--- src/rtl/msp_pkg.sv ---
// Constants and types shared by the memory select and protection block
package msp_pkg;

  // Register offsets inside the configuration register space (low address byte)
  localparam logic [7:0] REG_PRI_PROT  = 8'hC0;
  localparam logic [7:0] REG_SEC_PROT  = 8'hC2;
  localparam logic [7:0] REG_SPACE_MAP = 8'hE2;

  // Space map field positions
  localparam int VM_PERIPHERAL_IO_MODE_ENABLE    = 7;
  localparam int VM_PRI_DATA  = 4;
  localparam int VM_SEC_DATA  = 3;
  localparam int VM_PRI_CODE  = 2;
  localparam int VM_SEC_CODE  = 1;
  localparam int VM_SRAM_CODE = 0;

  // Secondary protection register layout
  localparam int SEC_LOCK_BIT = 7;
  localparam logic [2:0] SEC_UNUSED_VAL = 3'h0;

  // Flash command cycles
  localparam logic [15:0] UNLOCK1_ADDR   = 16'h0555;
  localparam logic [7:0]  UNLOCK1_DATA   = 8'hAA;
  localparam logic [15:0] UNLOCK2_ADDR   = 16'h0AAA;
  localparam logic [7:0]  UNLOCK2_DATA   = 8'h55;
  localparam logic [7:0]  RESET_CMD_DATA = 8'hF0;

  // Return-to-read-mode time; longest time, so cycles round down
  localparam int CLK_PERIOD_NS   = 40;
  localparam int RECOVER_TIME_NS = 25000;
  localparam int RECOVER_CYCLES  = RECOVER_TIME_NS / CLK_PERIOD_NS;

  // Values after reset
  localparam logic [1:0] SYNC_RESET_HIGH = 2'h3;
  localparam logic [1:0] SYNC_RESET_LOW  = 2'h0;
  localparam logic [7:0] RDATA_RESET     = 8'h00;

  typedef enum logic [2:0] {
    CMD_IDLE = 3'h1,
    CMD_UNL1 = 3'h2,
    CMD_UNL2 = 3'h4
  } msp_cmd_e;

endpackage

--- src/rtl/msp_mem_select.sv ---
// Memory select priority, space mapping, sector protection and flash reset control
// Summary of operation
// RULE1 - Program or erase requests to a protected sector are dropped.
// RULE2 - Protection flags readable by host, changed only via test port load.
// RULE3 - Verify reads of protected sectors return the stored flash data.
// RULE4 - Primary protection register: bit n flags sector n protected.
// RULE5 - Secondary register: sector flags bits 3..0, lock in bit 7, 6..4 zero.
// RULE6 - Reset command is one write, optionally after AAh@555h, 55h@AAAh.
// RULE7 - Host issues reset command after status/ID reads or an error.
// RULE8 - After an error, read mode returns within 25 us of reset command.
// RULE9 - Reset command ignored during byte program or bulk erase.
// RULE10 - Reset command aborts sector erase, read mode within 25 us.
// RULE11 - Reset pin aborts any flash cycle, up to 25 us if busy.
// RULE12 - System should hold the reset pin at least 25 us.
// RULE13 - SRAM responds only while its select is high.
// RULE14 - Battery indicator high when enabled and battery powers the SRAM.
// RULE15 - Secondary sector select wins over an overlapping primary select.
// RULE16 - SRAM and I/O selects win over any flash sector select.
// RULE17 - Host decode keeps three levels, no same-level overlap.
// RULE18 - Fetch and read strobes pick spaces per space map register.
// RULE19 - Space map loads from configuration, host may rewrite it.
// RULE20 - Space map bits: 7 PIO, 4/3 read, 2/1/0 fetch enables.
// RULE21 - Separate spaces use space map value 0Ch.
// RULE22 - Combined primary space sets space map bits 2 and 4.
// RULE23 - Error flag set on program timeout or programming an unerased bit.
// RULE24 - Priority and mapping resolved combinationally, one target per cycle.
`timescale 1ns/1ps
module msp_mem_select
  import msp_pkg::*;
#(
  parameter int PRI_SECTORS = 8,
  parameter int SEC_SECTORS = 4
) (
  input  wire logic                   sys_clk_i,
  input  wire logic                   srst_i,
  input  wire logic                   ce_i,
  input  wire logic [15:0]            bus_addr_i,
  input  wire logic [7:0]             bus_wdata_i,
  input  wire logic                   bus_wr_i,
  input  wire logic                   control_input_one_i,
  input  wire logic                   program_fetch_strobe_i,
  output logic [7:0]                  bus_rdata_o,
  input  wire logic [PRI_SECTORS-1:0] primary_sector_selects_i,
  input  wire logic [SEC_SECTORS-1:0] secondary_sector_selects_i,
  input  wire logic                   sram_select_i,
  input  wire logic                   io_select_i,
  input  wire logic [1:0]             periph_io_select_i,
  input  wire logic                   config_register_space_i,
  input  wire logic [7:0]             space_map_init_i,
  input  wire logic                   prot_load_i,
  input  wire logic [PRI_SECTORS-1:0] prot_primary_i,
  input  wire logic [SEC_SECTORS-1:0] prot_secondary_i,
  input  wire logic                   security_lock_i,
  input  wire logic                   flash_prog_req_i,
  input  wire logic                   flash_erase_req_i,
  input  wire logic [7:0]             flash_rdata_i,
  input  wire logic                   byte_prog_busy_i,
  input  wire logic                   bulk_erase_busy_i,
  input  wire logic                   sector_erase_busy_i,
  input  wire logic                   prog_timeout_i,
  input  wire logic                   prog_unerased_i,
  input  wire logic                   reset_pin_n_i,
  input  wire logic                   battery_ind_cfg_i,
  input  wire logic                   standby_supply_input_i,
  output logic [PRI_SECTORS-1:0]      primary_en_o,
  output logic [SEC_SECTORS-1:0]      secondary_en_o,
  output logic                        sram_en_o,
  output logic                        io_en_o,
  output logic [1:0]                  periph_io_en_o,
  output logic                        flash_prog_go_o,
  output logic                        flash_erase_go_o,
  output logic                        flash_abort_o,
  output logic                        flash_read_mode_o,
  output logic                        error_flag_bit_o,
  output logic                        battery_on_indicator_o
);

  typedef struct packed {
    logic [1:0]             rst_sync;
    logic                   rst_prev;
    logic [1:0]             bat_sync;
    logic                   bat_on;
    msp_cmd_e               cmd;
    logic [7:0]             space_map;
    logic [PRI_SECTORS-1:0] pri_prot;
    logic [SEC_SECTORS-1:0] sec_prot;
    logic                   lock;
    logic                   err;
    logic                   abort;
    logic [7:0]             rdata;
  } msp_state_s;

  msp_state_s st_r;
  msp_state_s st_nxt;

  // Lowest-numbered active select wins; guards against host decode overlap
  function automatic logic [7:0] first_one(input logic [7:0] v);
    logic [7:0] r;
    r = 8'h00;
    for (int i = 7; i >= 0; i--) begin
      if (v[i]) begin
        r = 8'h00;
        r[i] = 1'b1;
      end
    end
    return r;
  endfunction

  logic                   rd_cyc;
  logic                   fetch_cyc;
  logic                   level1;
  logic                   sec_hit;
  logic                   pri_ok;
  logic                   sec_ok;
  logic                   sram_ok;
  logic [7:0]             pri_one;
  logic [7:0]             sec_one;
  logic [7:0]             pio_one;
  logic                   prot_hit;
  logic                   flash_wr;
  logic                   cfg_rd;
  logic                   cfg_wr;
  logic                   rst_cmd;
  logic                   rst_take;
  logic                   rst_wait;
  logic                   pin_active;
  logic                   op_active;
  logic                   tmr_start;
  logic                   tmr_busy;
  logic                   tmr_done;

  assign rd_cyc    = control_input_one_i;
  assign fetch_cyc = program_fetch_strobe_i;

  // Space gating per strobe
  assign pri_ok  = bus_wr_i | (rd_cyc & st_r.space_map[VM_PRI_DATA])
                 | (fetch_cyc & st_r.space_map[VM_PRI_CODE]); // RULE18
  assign sec_ok  = bus_wr_i | (rd_cyc & st_r.space_map[VM_SEC_DATA])
                 | (fetch_cyc & st_r.space_map[VM_SEC_CODE]); // RULE18
  assign sram_ok = bus_wr_i | rd_cyc | (fetch_cyc & st_r.space_map[VM_SRAM_CODE]); // RULE20

  // Level one targets block every flash select
  assign pio_one = first_one({6'h00, periph_io_select_i});
  assign level1  = sram_select_i | io_select_i
                 | (st_r.space_map[VM_PERIPHERAL_IO_MODE_ENABLE] & (|periph_io_select_i)); // RULE16
  assign sec_hit = ~level1 & (|secondary_sector_selects_i); // RULE15
  assign pri_one = first_one(8'(primary_sector_selects_i));
  assign sec_one = first_one(8'(secondary_sector_selects_i));

  always_comb begin
    sram_en_o      = sram_select_i & sram_ok; // RULE13
    io_en_o        = ~sram_select_i & io_select_i & (bus_wr_i | rd_cyc);
    periph_io_en_o = '0;
    if (~sram_select_i & ~io_select_i & st_r.space_map[VM_PERIPHERAL_IO_MODE_ENABLE]) begin
      periph_io_en_o = pio_one[1:0];
    end
    secondary_en_o = '0;
    primary_en_o   = '0;
    if (sec_hit & sec_ok) begin
      secondary_en_o = sec_one[SEC_SECTORS-1:0]; // RULE15
    end else if (~level1 & ~sec_hit & pri_ok) begin
      primary_en_o = pri_one[PRI_SECTORS-1:0]; // RULE24
    end
  end

  // Protection gate on the addressed sector only
  assign prot_hit = (|(primary_en_o & st_r.pri_prot))
                  | (|(secondary_en_o & st_r.sec_prot));
  assign flash_prog_go_o  = flash_prog_req_i & ~prot_hit
                          & (|{primary_en_o, secondary_en_o}); // RULE1
  assign flash_erase_go_o = flash_erase_req_i & ~prot_hit
                          & (|{primary_en_o, secondary_en_o}); // RULE1

  // Host accesses
  assign flash_wr = bus_wr_i & (|{primary_en_o, secondary_en_o});
  assign cfg_rd   = rd_cyc & config_register_space_i;
  assign cfg_wr   = bus_wr_i & config_register_space_i;

  // Reset command and reset pin handling
  assign rst_cmd    = flash_wr & (bus_wdata_i == RESET_CMD_DATA); // RULE6
  assign rst_take   = rst_cmd & ~byte_prog_busy_i & ~bulk_erase_busy_i; // RULE9
  assign rst_wait   = rst_take & (sector_erase_busy_i | st_r.err); // RULE10
  assign pin_active = ~st_r.rst_sync[1];
  assign op_active  = byte_prog_busy_i | bulk_erase_busy_i | sector_erase_busy_i;
  assign tmr_start  = rst_wait | (pin_active & ~st_r.rst_prev & op_active); // RULE11

  msp_recover_timer #(
    .CYCLES (RECOVER_CYCLES)
  ) u_timer (
    .sys_clk_i (sys_clk_i),
    .srst_i    (srst_i),
    .ce_i      (ce_i),
    .start_i   (tmr_start),
    .busy_o    (tmr_busy),
    .done_o    (tmr_done)
  );

  always_comb begin
    st_nxt          = st_r;
    st_nxt.rst_sync = {st_r.rst_sync[0], reset_pin_n_i};
    st_nxt.rst_prev = pin_active;
    st_nxt.bat_sync = {st_r.bat_sync[0], standby_supply_input_i};
    st_nxt.bat_on   = battery_ind_cfg_i & st_r.bat_sync[1]; // RULE14
    st_nxt.abort    = rst_take | pin_active; // RULE11

    // Command sequencer; other command codes belong to the flash engine
    case (st_r.cmd)
      CMD_IDLE: begin
        if (flash_wr & (bus_addr_i == UNLOCK1_ADDR) & (bus_wdata_i == UNLOCK1_DATA)) begin
          st_nxt.cmd = CMD_UNL1; // RULE6
        end
      end
      CMD_UNL1: begin
        if (flash_wr & (bus_addr_i == UNLOCK2_ADDR) & (bus_wdata_i == UNLOCK2_DATA)) begin
          st_nxt.cmd = CMD_UNL2; // RULE6
        end else if (flash_wr) begin
          st_nxt.cmd = CMD_IDLE;
        end
      end
      CMD_UNL2: begin
        if (flash_wr) begin
          st_nxt.cmd = CMD_IDLE;
        end
      end
      default: begin
        st_nxt.cmd = CMD_IDLE;
      end
    endcase
    if (pin_active) begin
      st_nxt.cmd = CMD_IDLE;
    end

    // Error flag: a new error beats a same-cycle clear
    if ((rst_take & ~rst_wait) | tmr_done) begin
      st_nxt.err = 1'b0;
    end
    if (prog_timeout_i | prog_unerased_i) begin
      st_nxt.err = 1'b1; // RULE23
    end

    // Protection flags move only from the test port
    if (prot_load_i) begin
      st_nxt.pri_prot = prot_primary_i; // RULE2
      st_nxt.sec_prot = prot_secondary_i;
      st_nxt.lock     = security_lock_i;
    end

    if (cfg_wr & (bus_addr_i[7:0] == REG_SPACE_MAP)) begin
      st_nxt.space_map = bus_wdata_i; // RULE19
    end

    // Read data; flash data passes unmasked so verify sees stored bytes
    if (cfg_rd) begin
      case (bus_addr_i[7:0])
        REG_PRI_PROT:  st_nxt.rdata = 8'(st_r.pri_prot); // RULE4
        REG_SEC_PROT:  st_nxt.rdata = {st_r.lock, SEC_UNUSED_VAL,
                                       4'(st_r.sec_prot)}; // RULE5
        REG_SPACE_MAP: st_nxt.rdata = st_r.space_map;
        default:       st_nxt.rdata = 8'h00;
      endcase
    end else if ((rd_cyc | fetch_cyc) & (|{primary_en_o, secondary_en_o})) begin
      st_nxt.rdata = flash_rdata_i; // RULE3
    end
  end

  always_ff @(posedge sys_clk_i) begin
    if (srst_i) begin
      st_r.rst_sync  <= SYNC_RESET_HIGH;
      st_r.rst_prev  <= 1'b0;
      st_r.bat_sync  <= SYNC_RESET_LOW;
      st_r.bat_on    <= 1'b0;
      st_r.cmd       <= CMD_IDLE;
      st_r.space_map <= space_map_init_i; // RULE19
      st_r.pri_prot  <= prot_primary_i;
      st_r.sec_prot  <= prot_secondary_i;
      st_r.lock      <= security_lock_i;
      st_r.err       <= 1'b0;
      st_r.abort     <= 1'b0;
      st_r.rdata     <= RDATA_RESET;
    end else if (ce_i) begin
      st_r <= st_nxt;
    end
  end

  assign bus_rdata_o            = st_r.rdata;
  assign flash_abort_o          = st_r.abort;
  assign flash_read_mode_o      = ~tmr_busy & ~pin_active;
  assign error_flag_bit_o       = st_r.err;
  assign battery_on_indicator_o = st_r.bat_on;
endmodule

--- src/rtl/msp_recover_timer.sv ---
// Counts the flash return-to-read-mode interval after an abort
`timescale 1ns/1ps
module msp_recover_timer
  import msp_pkg::*;
#(
  parameter int CYCLES = RECOVER_CYCLES
) (
  input  wire logic sys_clk_i,
  input  wire logic srst_i,
  input  wire logic ce_i,
  input  wire logic start_i,
  output logic      busy_o,
  output logic      done_o
);

  localparam int CW = $clog2(CYCLES + 1);
  localparam logic [CW-1:0] LAST = CW'(CYCLES - 1);

  typedef struct packed {
    logic [CW-1:0] cnt;
    logic          busy;
    logic          done;
  } msp_tmr_s;

  msp_tmr_s st_r;
  msp_tmr_s st_nxt;

  always_comb begin
    st_nxt      = st_r;
    st_nxt.done = 1'b0;
    if (start_i) begin
      // A fresh abort restarts the full interval
      st_nxt.busy = 1'b1;
      st_nxt.cnt  = LAST;
    end else if (st_r.busy) begin
      if (st_r.cnt == '0) begin
        st_nxt.busy = 1'b0;
        st_nxt.done = 1'b1;
      end else begin
        st_nxt.cnt = st_r.cnt - CW'(1);
      end
    end
  end

  always_ff @(posedge sys_clk_i) begin
    if (srst_i) begin
      st_r <= '0;
    end else if (ce_i) begin
      st_r <= st_nxt;
    end
  end

  assign busy_o = st_r.busy;
  assign done_o = st_r.done;
endmodule

--- config.mk ---
export PLATFORM = sky130hd
export DESIGN_NAME = msp_mem_select
export DESIGN_NICKNAME = d
export VERILOG_FILES = /design/src/rtl/msp_pkg.sv /design/src/rtl/msp_mem_select.sv /design/src/rtl/msp_recover_timer.sv
export SDC_FILE = /design/constraint.sdc
export NUM_CORES = 1
export LEC_CHECK = 0
export BUFFER_PORTS_ARGS = -buffer_cell sky130_fd_sc_hd__buf_4
export CELL_PAD_IN_SITES_DETAIL_PLACEMENT = 0
export CELL_PAD_IN_SITES_GLOBAL_PLACEMENT = 1
export CORE_UTILIZATION = 30
export CTS_CLUSTER_DIAMETER = 200
export DETAILED_ROUTE_END_ITERATION = 8
export GPL_ROUTABILITY_DRIVEN = 0
export PLACE_DENSITY_LB_ADDON = 0.25
export SLEW_MARGIN = 20
export SYNTH_ARGS = -nofsm -noshare
export SYNTH_HDL_FRONTEND = slang
export SYNTH_SLANG_ARGS = --single-unit
--- constraint.sdc ---
create_clock -name sys_clk_i -period 2.91 [get_ports sys_clk_i]
set_clock_uncertainty 0.15 [all_clocks]
set_input_delay 0.1455 -clock sys_clk_i [delete_from_list [all_inputs] [get_ports sys_clk_i]]
set_output_delay 0.1455 -clock sys_clk_i [all_outputs]
set_load 0.01 [all_outputs]
==> results of run 1 <==
## sequential cells by signal, summed over array words and instances (netlist names)
register	flops
u_timer.busy_o	1
flash_abort_o	1
bus_rdata_o	8
u_timer.done_o	1
st_r	24
error_flag_bit_o	1
u_timer.st_r	10
battery_on_indicator_o	1
st_nxt	2
## how the worst max path moves through the flow
| stage | startpoint | cells after the start | endpoint |
|---|---|---|---|
| 4_1_cts | st_r[30] | 8 | flash_erase_go_o |
| 5_1_grt | st_r[30] | 8 | flash_erase_go_o |
| 2_1_floorplan | u_timer.st_r[2] | 8 | u_timer.st_r[2] |
| 6_report | st_r[30] | 8 | flash_prog_go_o |
| 3_5_place_dp | primary_sector_selects_i[3] | 7 | u_timer.st_r[2] |
| 3_3_place_gp | primary_sector_selects_i[3] | 7 | flash_prog_go_o |
## what timing repair did
action,in CTS,in global routing
resized for setup,0,0
hold buffers,23,0
hold endpoints to repair,22,0
## area by class of cell
cell class,instances,area (µm²),share of cell area
timing repair buffer,138,1090,0.274
inverter,6,22.5,0.00564
tap,108,135,0.0338
multi-input combinational,242,1470,0.367
clock buffer,6,72.6,0.0182
sequential,49,1190,0.298
clock inverter,2,15.0,0.00376
## cells in the final DEF (no fill, tap or decap), types with 5 or more instances in the layout
cell / n
a211oi_1: 7
a21o_1: 6
a21oi_1: 19
a22o_1: 5
buf_4: 115
clkbuf_8: 5
dfxtp_1: 28
dlygate4sd3_1: 23
edfxtp_1: 21
inv_1: 6
mux2_2: 5
nand2_1: 43
nor2_1: 34
nor2b_1: 16
nor3_1: 7
nor4_1: 7
o21ai_0: 13
or3_1: 5
## logic make-up (layout without fill, tap and decap cells)
family	after synthesis	in the layout	share of synthesized area
AO/OA/AOI/OAI	80	80	0.202
adder cells (fa/ha/maj)	1	1	0.00449
buffers and inverters	27	152	0.0476
flip-flops	49	49	0.427
multiplexers	7	7	0.0274
AND/OR/NAND/NOR	154	154	0.291
## per-layer routing
metal | up-vias | global-route usage
met5 | - | 0
met2 | 71 | 0.301
met3 | 2 | 0.0305
met4 | 0 | 0.0344
li1 | 1414 | -
met1 | 1280 | 0.221
## power groups by stage
stage               Combinational, mW  Clock [mW]  Sequential [mW]
global placement                0.305           0            0.818
CTS                             0.334       0.418            0.803
detailed placement              0.308           0            0.819
finish                          0.332       0.401            0.803
global route                    0.364       0.444            0.810
floorplan                       0.160           0            0.806
## worst max-delay path, cell delays in order, from the launching register on
cell	delay, ns
edfxtp_1	0.45
o21a_1	0.16
nor3_1	0.17
buf_4	0.17
nand3_1	0.22
nor2_1	0.32
a211oi_1	0.14
and2_1	0.18
buf_4	0.14
==> results by group, run 1 <==
CTS
  • Sink count of the clock tree: 49
  • CTS root buf: clkbuf_8
  • Clock insertion delay at the later pin of the skew report: 0.30 ns
  • Post-CTS setup buffer count: 0
  • Clock Pin Slew Worst Setup and Hold Paths: 0.10 ns
  • Maximum number of buffers from clock root to sink: 2
  • Num CTS Buffers: 5
  • Count of H-tree levels built during CTS: 2
  • CTS tree: yes

Placement
  • Cell Area, Placed: 0.00368 mm²
  • Buffers on Ports: 108
  • Dpl hpwl: 6440 µm
  • DP Cell Count: 520
  • Placement Setup Slack: 0.598 ns

Global route
  • Number of global-route vias before repair: between 2,000 and 3,000
  • Global routing usage summed across all routing layers: 0.171
  • Pin count of the biggest net entering global routing: 50
  • GRT overflow: 0
  • Antenna violations before repair: 0
  • Global-route wire length before repair: about 13,000 µm

Drt
  • WL met1: 3790 µm
  • Count of vias placed by the detailed router: 2,767
  • First-iteration detailed-routing DRC count: ~120
  • Detailed Routing Iterations Pass 1: 6
  • Post-Route WL: 8210 µm
  • Detailed-routed wire length on met2: between 3000 and 4000 µm
  • Remaining design rule violation count: 4
  • Per-cell routed wire length: 14.9 µm
  • Detailed-route vias per instance: 5.02
  • Highest layer used for signal routing: met4
  • Routed wl met3: 390 µm
  • Post-route antenna net violation count: 0

Cells and area
  • Proportion of layout cells with a drive suffix above 1: 0.309
  • Layout filler cell count: around 900
  • Area delta synth->final: 43.2%
  • Number of nets in the final layout: 530
  • Number of antenna diodes: 0
  • Final core area utilization: 0.451
  • Final Cell Area: 0.00400 mm²
  • Fin cells: 551

Yosys
  • Post-synthesis net count: 406
  • Library cells used by synthesis: 57
  • Yosys top cell area share: 0.226
  • Share of synthesized registers carrying an async set or reset: 0
  • Count of flip-flops with a built-in enable after synthesis: 21
  • Most frequently used flop master after synthesis: dfxtp_1
  • Most area-consuming cells after synthesis: edfxtp_1 23%, dfxtp_1 20%, nand2_1 5.8%
  • Flops & latches, synth: 49
  • Netlist Area Pre-Place: 0.00279 mm²
  • Cell types with the highest counts after synthesis: 43 x nand2_1, 34 x nor2_1, 28 x dfxtp_1, 21 x edfxtp_1, 19 x a21oi_1
  • Most used standard cell by instance count after synthesis: nand2_1
  • Cells after Synth: 318
  • Average instance area after synthesis: ~8.8 µm²
  • Post-synthesis sequential area ratio: 0.427
  • Count of synthesis-stage warnings from yosys: 0
  • Most area-hungry cell type in the Yosys netlist: edfxtp_1

Timing
  • Slew at the pin with the worst max-slew slack: 0.838 ns
  • F_max: 0.393 GHz
  • Final number of hold-violating endpoints: 0
  • Min Hold Slack: 0.0172 ns
  • Final setup slack of the worst path: 0.367 ns
  • Headroom to the max-slew limit: 0.439
  • Slew Limit Fails: 0
  • Accumulated negative setup slack: 0 ns
  • Part of the cycle the worst path needs: 0.874
  • Time the worst path needs with I/O delays and setup: 2.54 ns
  • Unrepaired setup endpoints after global routing: false
  • Count of final setup violators: 0

Outcome
  • Violations in the final reports: design-rule violations
  • Result of the run: finished with violations

Power and ir drop
  • Power density relative to cell area: about 380 mW/mm²
  • Total power draw: 1.54 mW
  • Clock Power Share: 0.261
  • Net load switching power: approximately 0.41 mW
  • Switching share of power: 0.269
  • Share of total power in sequential cells: 0.523
  • Combinational share of power: 0.216
  • Peak supply drop: between 150 and 200 µV
  • Static power due to leakage: around 1.7 nW
  • Cell Int Power: 1.12 mW

Setup path
  • Reg-to-reg slack, setup: 0.73 ns
  • Endpoint type of the worst setup path: output pin
  • Startpoint-to-endpoint class of the critical path: reg -> out
  • Cells on worst reg2reg path: 8
  • Largest fanout on the critical path: 6
  • Required time worst endpoint: 2.61 ns
  • Data arrival time at the worst-slack endpoint: roughly 2.3 ns
  • Terminus of the critical flop-to-flop path: u_timer.st_r[2]
  • Crit path launch type: register
  • Startpoint of the lowest-slack register-to-register path: u_timer.st_r[2]

Worst hold path
  • Hold Path Sink: st_r[12]
  • Hold Crit Start: prot_secondary_i[1]
  • Worst Hold Depth: 2
  • Worst min-delay path class: in -> reg

Floorplan
  • Width of the die: 98.4 µm
  • Vertical die dimension: 98.4 µm
  • Number of standard-cell rows in the floorplan: 34
  • DIE AREA: 0.00969 mm²
  • Effective utilization at floorplan: 0.315
  • Std-Cell Core Area: 0.00885 mm²
  • Boundary Pins: between 100 and 150

Job
  • Max_cap viols: 0
Note: power is estimated with default switching activity, not from simulation.
==> run 2, diff against run 1 <==
clock period = 2.5 ns   (was 2.91 ns; I/O delays follow)
==> run 2 against run 1 <==
Die area is the same; sequential power grew 16%; the run still ends with design-rule violations left; non-clock buffer count grew 4; clock-buffer cell count shrank 1; first-iteration DRC count grew 2.5%; worst hold slack gained 0.012 ns.
==> results by group, run 2 (synthesized netlist as in run 1, its figures left out) <==
Job
  • Max_cap viols: 0 (unchanged)

CTS
  • Maximum number of buffers from clock root to sink: 2 (unchanged)
  • Clock Pin Slew Worst Setup and Hold Paths: 0.10 ns (about the same)
  • Clock insertion delay at the later pin of the skew report: 0.31 ns (about the same)
  • Num CTS Buffers: 5 (unchanged)
  • CTS root buf: clkbuf_8
  • CTS tree: yes
  • Sink count of the clock tree: 49 (unchanged)
  • Count of H-tree levels built during CTS: 2 (unchanged)

Placement
  • DP Cell Count: 521 (+0.19%)
  • Buffers on Ports: 108 (unchanged)
  • Dpl hpwl: 6440 µm (about the same)

Worst hold path
  • Worst Hold Depth: 3 (+1)
  • Hold Crit Start: bus_wdata_i[1]
  • Worst min-delay path class: in -> reg
  • Hold Path Sink: st_r[24]

Timing
  • Slew Limit Fails: 0 (unchanged)
  • Accumulated negative setup slack: 0 ns (unchanged)
  • F_max: between 0.4 and 0.5 GHz
  • Count of final setup violators: 0 (unchanged)
  • Part of the cycle the worst path needs: 0.920
  • Final number of hold-violating endpoints: 0 (unchanged)
  • Unrepaired setup endpoints after global routing: false
  • Slew at the pin with the worst max-slew slack: 0.594 ns (-0.243 ns)
  • Headroom to the max-slew limit: 0.600 (+0.161)
  • Time the worst path needs with I/O delays and setup: approximately 2.3 ns

Setup path
  • Startpoint-to-endpoint class of the critical path: reg -> out
  • Required time worst endpoint: 2.23 ns (-0.38 ns)
  • CP max-delay cell: edfxtp_1
  • Cells on worst reg2reg path: 6 (-2)
  • Largest stage delay, worst path: 0.45 ns (about the same)
  • List of cells traversed by the critical path: o21a_1 > nor3_1 > buf_4 > nand3_2 > nor2_2 > buf_4 > and4b_1 > buf_4
  • Gate family responsible for the most delay along the worst path: simple AND/OR/NAND/NOR gates
  • Largest fanout on the critical path: 6 (unchanged)
  • Most used cell along the critical path: buf_4
  • Data arrival time at the worst-slack endpoint: 2.02 ns (-0.23 ns)
  • Combined buffer and inverter count along the critical path: 3 (+1)
  • Reg-to-reg slack, setup: 0.27 ns (-0.46 ns)
  • Terminus of the critical flop-to-flop path: u_timer.st_r[2]
  • Startpoint of the lowest-slack register-to-register path: st_r[26]
  • Crit path launch type: register
  • Endpoint type of the worst setup path: output pin

Floorplan
  • Vertical die dimension: 98.4 µm (unchanged)
  • Effective utilization at floorplan: 0.315 (unchanged)
  • Std-Cell Core Area: 0.00885 mm² (unchanged)
  • Width of the die: 98.4 µm (unchanged)
  • Boundary Pins: 117 (unchanged)
  • DIE AREA: 0.00969 mm² (unchanged)
  • Number of standard-cell rows in the floorplan: 34 (unchanged)

Drt
  • Detailed-route vias per instance: 5.06 (+0.68%)
  • Count of vias placed by the detailed router: 2,806 (+1.4%)
  • Detailed Routing Iterations Pass 1: 8 (+2)
  • Post-Route WL: 8360 µm (+1.8%)
  • First-iteration detailed-routing DRC count: 125 (+2.5%)
  • Per-cell routed wire length: 15.1 µm (+1.1%)
  • Remaining design rule violation count: 1 (-3)
  • Post-route antenna net violation count: 0 (unchanged)

Power and ir drop
  • Peak supply drop: 221 µV (+17%)
  • Power density relative to cell area: 447 mW/mm² (+16%)
  • Total power draw: 1.81 mW (+18%)
  • Static power due to leakage: 1.69 nW (+1.7%)

Global route
  • GRT overflow: 0 (unchanged)
  • Antenna violations before repair: 0 (unchanged)
  • Global-route wire length before repair: 13,400 µm (+1.5%)
  • Global routing usage summed across all routing layers: 0.176 (+0.00464)
  • Pin count of the biggest net entering global routing: 50 (unchanged)
  • Number of global-route vias before repair: 2,754 (+3.0%)

Cells and area
  • Area of all sequential standard cells: 0.00119 mm² (unchanged)
  • Number of nets in the final layout: 534 (+0.75%)
  • Layout filler cell count: 891 (-2.3%)
  • Register with the highest flop count: st_r
  • Fin cells: 555 (+0.73%)
  • Number of flip-flops under the largest register name: 24 (unchanged)
  • Proportion of layout cells with a drive suffix above 1: 0.322 (+0.0129)
  • Number of antenna diodes: 0 (unchanged)
  • Multi-input gate area in the final layout: 0.00149 mm² (+1.4%)
  • Final core area utilization: 0.458 (+0.00650)
  • Commonest cells after routing, fill and taps aside: 117 x buf_4, 43 x nand2_1, 33 x nor2_1
  • Area delta synth->final: 45.3%
  • Most common cell after layout, fill and taps aside: buf_4

Outcome
  • Result of the run: finished with violations
  • Violations in the final reports: design-rule violations
## run 2: cell count changes in the layout (fill, tap and decap cells not counted), sizes merged
cell	before	now
clkinvlp	2	1
dlygate4sd3	23	25
inv	6	7
buf	115	117
clkinv	0	1
clkbuf	6	5
## run 2: worst max path at each step
stage / from / end / slack [ns] / cells past startpoint
floorplan: u_timer.st_r[2] / u_timer.st_r[2] / 0.34 / 8
global placement: primary_sector_selects_i[3] / u_timer.st_r[2] / 0.23 / 7
detailed placement: primary_sector_selects_i[3] / u_timer.st_r[2] / 0.20 / 7
CTS: st_r[26] / flash_erase_go_o / 0.03 / 6
global route: st_r[30] / primary_en_o[6] / 0.004 / 8
finish: st_r[30] / primary_en_o[6] / 0.20 / 8
## run 2: per-layer routing
metal	wire, µm	global-route usage
met1	3780	0.222
met3	392	0.0355
met2	4040	0.304
met5	0	0
met4	140	0.0517
## run 2: area by class of cell
cell class / instances / share of cell area
clock buffer: 5 / 0.0170
clock inverter: 3 / 0.00525
inverter: 6 / 0.00556
multi-input combinational: 242 / 0.366
sequential: 49 / 0.294
tap: 108 / 0.0333
timing repair buffer: 142 / 0.278
## run 2: power breakdown
group	internal, mW	switching, mW
Combinational	0.215	0.179
Sequential	0.897	0.0386
Clock	0.199	0.282
Total	1.31	0.500
## run 2: what timing repair did
item                                    CTS  global route
hold buffers                             25             0
endpoints found under the setup margin    2             7
pin swaps                                 0             1
endpoints found under the hold margin    24             0
gates resized for setup                   2             3
buffers inserted                          0             1
## run 2: stage by stage
stage          setup slack, ns  cell area (µm²)  hold WS [ns]
4_1_cts                 0.0307             4030        0.0177
3_5_place_dp             0.202             3680         0.188
5_1_grt                0.00413             4050        0.0337
3_3_place_gp             0.232             3680         0.185
6_report                 0.201             4050        0.0294
2_1_floorplan            0.339             2790        0.0974
## run 2: worst min-delay path, stage by stage
cell     delay, ns
buf_4         0.08
nand2_1       0.05
o21ai_0       0.13
==> run 3, diff against run 2 <==
ABC_AREA = 1   (was unset)
CORE_UTILIZATION = 34   (was 30)
==> run 3 against run 2 <==
The run ends with negative hold slack left; final cell count up 15%; global-route usage is 1.3 points higher; synthesized cell count grew 27%; sequential cell count unchanged; critical path type unchanged; total power shrank 5.3%.
==> results by group, run 3 <==
CTS
  • Number of buffers inserted by hold repair at cts: 26 (+4.0%)
  • CTS tree: yes
  • Sink count of the clock tree: 49 (unchanged)
  • Post-cts sizing count: 0 (-2)
  • CTS root buf: clkbuf_8
  • Maximum number of buffers from clock root to sink: 2 (unchanged)
  • Num CTS Buffers: 5 (unchanged)
  • Clock Pin Slew Worst Setup and Hold Paths: 0.08 ns (-0.02 ns)
  • Post-CTS setup buffer count: 0 (unchanged)
  • Count of H-tree levels built during CTS: 2 (unchanged)
  • Clock insertion delay at the later pin of the skew report: 0.29 ns (-0.02 ns)

Cells and area
  • Most common cell after layout, fill and taps aside: buf_4
  • Final Cell Area: 0.00419 mm² (+3.4%)
  • Register with the highest flop count: st_r
  • Area delta synth->final: 41.3%
  • Number of nets in the final layout: 623 (+17%)
  • Commonest cells after routing, fill and taps aside: 112 x buf_4, 84 x nand2_1, 60 x inv_1
  • Number of antenna diodes: 0 (unchanged)
  • Number of flip-flops under the largest register name: 24 (unchanged)
  • Proportion of layout cells with a drive suffix above 1: 0.274 (-0.0479)
  • Layout filler cell count: 859 (-3.6%)

Global route
  • GRT overflow: 0 (unchanged)
  • Global-route wire length before repair: 13,200 µm (-1.3%)
  • Number of global-route vias before repair: 2,816 (+2.3%)
  • Pin count of the biggest net entering global routing: 20 (-60%)
  • Antenna violations before repair: 0 (unchanged)
  • Global routing usage summed across all routing layers: 0.189 (+0.0131)

Setup path
  • Data arrival time at the worst-slack endpoint: 1.81 ns (-0.21 ns)
  • Terminus of the critical flop-to-flop path: u_timer.st_r[10]
  • Reg-to-reg slack, setup: 0.42 ns (+0.15 ns)
  • Startpoint of the lowest-slack register-to-register path: u_timer.st_r[2]
  • Startpoint-to-endpoint class of the critical path: reg -> out
  • Crit path launch type: register
  • Endpoint type of the worst setup path: output pin
  • Largest fanout on the critical path: 7 (+1)
  • Required time worst endpoint: 2.23 ns (about the same)
  • Cells on worst reg2reg path: 11 (+5)

Yosys
  • Share of synthesized registers carrying an async set or reset: 0 (unchanged)
  • Post-synthesis net count: 493 (+21%)
  • Most frequently used flop master after synthesis: dfxtp_1
  • Most area-hungry cell type in the Yosys netlist: edfxtp_1
  • Count of flip-flops with a built-in enable after synthesis: 21 (unchanged)
  • Most area-consuming cells after synthesis: edfxtp_1 21%, dfxtp_1 19%, nand2_1 11%
  • Netlist Area Pre-Place: 0.00297 mm² (+6.3%)
  • Count of synthesis-stage warnings from yosys: 0 (unchanged)
  • Cell types with the highest counts after synthesis: 84 x nand2_1, 60 x inv_1, 53 x nor2_1, 28 x dfxtp_1, 26 x o21ai_0
  • Library cells used by synthesis: 41 (-28%)
  • Most used standard cell by instance count after synthesis: nand2_1
  • Average instance area after synthesis: 7.32 µm² (-17%)
  • Post-synthesis sequential area ratio: 0.402 (-0.0254)
  • Flops & latches, synth: 49 (unchanged)
  • Yosys top cell area share: 0.213 (-0.0135)
  • Cells after Synth: 405 (+27%)

Drt
  • Post-Route WL: 8530 µm (+2.0%)
  • Per-cell routed wire length: 13.3 µm (-12%)
  • First-iteration detailed-routing DRC count: 89 (-29%)
  • Detailed Routing Iterations Pass 1: 4 (-4)
  • Count of vias placed by the detailed router: 3,021 (+7.7%)
  • Remaining design rule violation count: 0 (-1)
  • Post-route antenna net violation count: 0 (unchanged)
  • Detailed-route vias per instance: 4.71 (-6.8%)

Job
  • Max_cap viols: 0 (unchanged)

Power and ir drop
  • Static power due to leakage: 2.06 nW (+22%)
  • Peak supply drop: 265 µV (+20%)
  • Power density relative to cell area: 410 mW/mm² (-8.3%)

Timing
  • Time the worst path needs with I/O delays and setup: 2.08 ns (-0.214 ns)
  • Min Hold Slack: -0.000983 ns (-0.0304 ns)
  • Accumulated negative setup slack: 0 ns (unchanged)
  • Slew Limit Fails: 0 (unchanged)
  • Final number of hold-violating endpoints: 1 (+1)
  • Part of the cycle the worst path needs: 0.834 (-0.0857)
  • Slew at the pin with the worst max-slew slack: 0.622 ns (+0.0274 ns)
  • Headroom to the max-slew limit: 0.584 (-0.0161)
  • F_max: 0.480 GHz (+10%)
  • Unrepaired setup endpoints after global routing: false
  • Count of final setup violators: 0 (unchanged)

Placement
  • Dpl hpwl: 6630 µm (+3.0%)
  • Cell Area, Placed: 0.00384 mm² (+4.1%)
  • Buffers on Ports: 108 (unchanged)

Floorplan
  • Number of standard-cell rows in the floorplan: 33 (-2.9%)
  • Vertical die dimension: 95.4 µm (-3.1%)
  • Boundary Pins: 117 (unchanged)
  • Width of the die: 95.4 µm (-3.1%)
  • DIE AREA: 0.00910 mm² (-6.1%)
  • Std-Cell Core Area: 0.00834 mm² (-5.7%)
  • Effective utilization at floorplan: 0.356 (+0.0403)

Outcome
  • Violations in the final reports: negative hold slack
  • Result of the run: finished with violations

Worst hold path
  • Worst min-delay path class: in -> reg
  • Worst Hold Depth: 3 (unchanged)
  • Hold Crit Start: flash_rdata_i[7]
  • Hold Path Sink: bus_rdata_o[7]
run 3: logic make-up after synthesis:
family / Yosys count / share of synthesized area
simple gates: 195 / 0.310
buf+inv: 83 / 0.119
compound gates: 64 / 0.124
flops: 49 / 0.402
mux: 8 / 0.0270
xor+xnor: 5 / 0.0148
fa+ha+maj: 1 / 0.00422
run 3: layer usage:
metal / part of all wire / GRT usage
met4: 0.015 / 0.0498
met5: 0 / 0
met3: 0.074 / 0.0351
met1: 0.47 / 0.256
met2: 0.45 / 0.308
run 3: through the flow:
stage	cells	power (mW)	setup slack (ns)	hold WS [ns]	utilization
global route	641	1.81	0.202	0.00773	0.502
detailed placement	606	1.26	0.437	0.185	0.460
finish	641	1.72	0.415	-0.000983	0.502
floorplan	405	1.09	0.650	0.0877	-
CTS	640	1.74	0.404	0.0000701	0.501
global placement	606	1.26	0.481	0.183	0.460
run 3: worst max path at each step:
stage                     from               end  slack [ns]
6_report              st_r[30]  flash_erase_go_o        0.42
5_1_grt               st_r[30]   flash_prog_go_o        0.20
4_1_cts               st_r[30]   flash_prog_go_o        0.40
3_5_place_dp   u_timer.st_r[2]  u_timer.st_r[10]        0.44
3_3_place_gp   u_timer.st_r[2]  u_timer.st_r[10]        0.48
2_1_floorplan    bus_addr_i[3]          st_r[23]        0.65
run 3: cell type report:
class | count | area, µm² | share of cell area
Inverter | 67 | 251 | 0.0600
Sequential cell | 49 | 1190 | 0.284
Multi-Input combinational cell | 273 | 1420 | 0.340
Tap cell | 105 | 131 | 0.0314
Clock buffer | 7 | 76.3 | 0.0182
Timing Repair Buffer | 139 | 1110 | 0.265
Clock inverter | 1 | 5.00 | 0.00119
run 3: critical path: stages, from the launching register on:
cell and delay, ns:
edfxtp_1 0.40, nand2_1 0.10, nand2_1 0.09, inv_1 0.05, nand3_2 0.12, nor2_1 0.08
nand2_1 0.06, nand2_1 0.05, a211oi_1 0.19, nand3_1 0.14, nor2_1 0.11, buf_4 0.13
run 3: where the power goes:
group | leakage (nW) | internal [mW] | total (mW) | switching [mW]
clock | 0.0422 | 0.197 | 0.436 | 0.240
sequential | 0.436 | 0.892 | 0.924 | 0.0319
combinational | 1.58 | 0.183 | 0.355 | 0.172
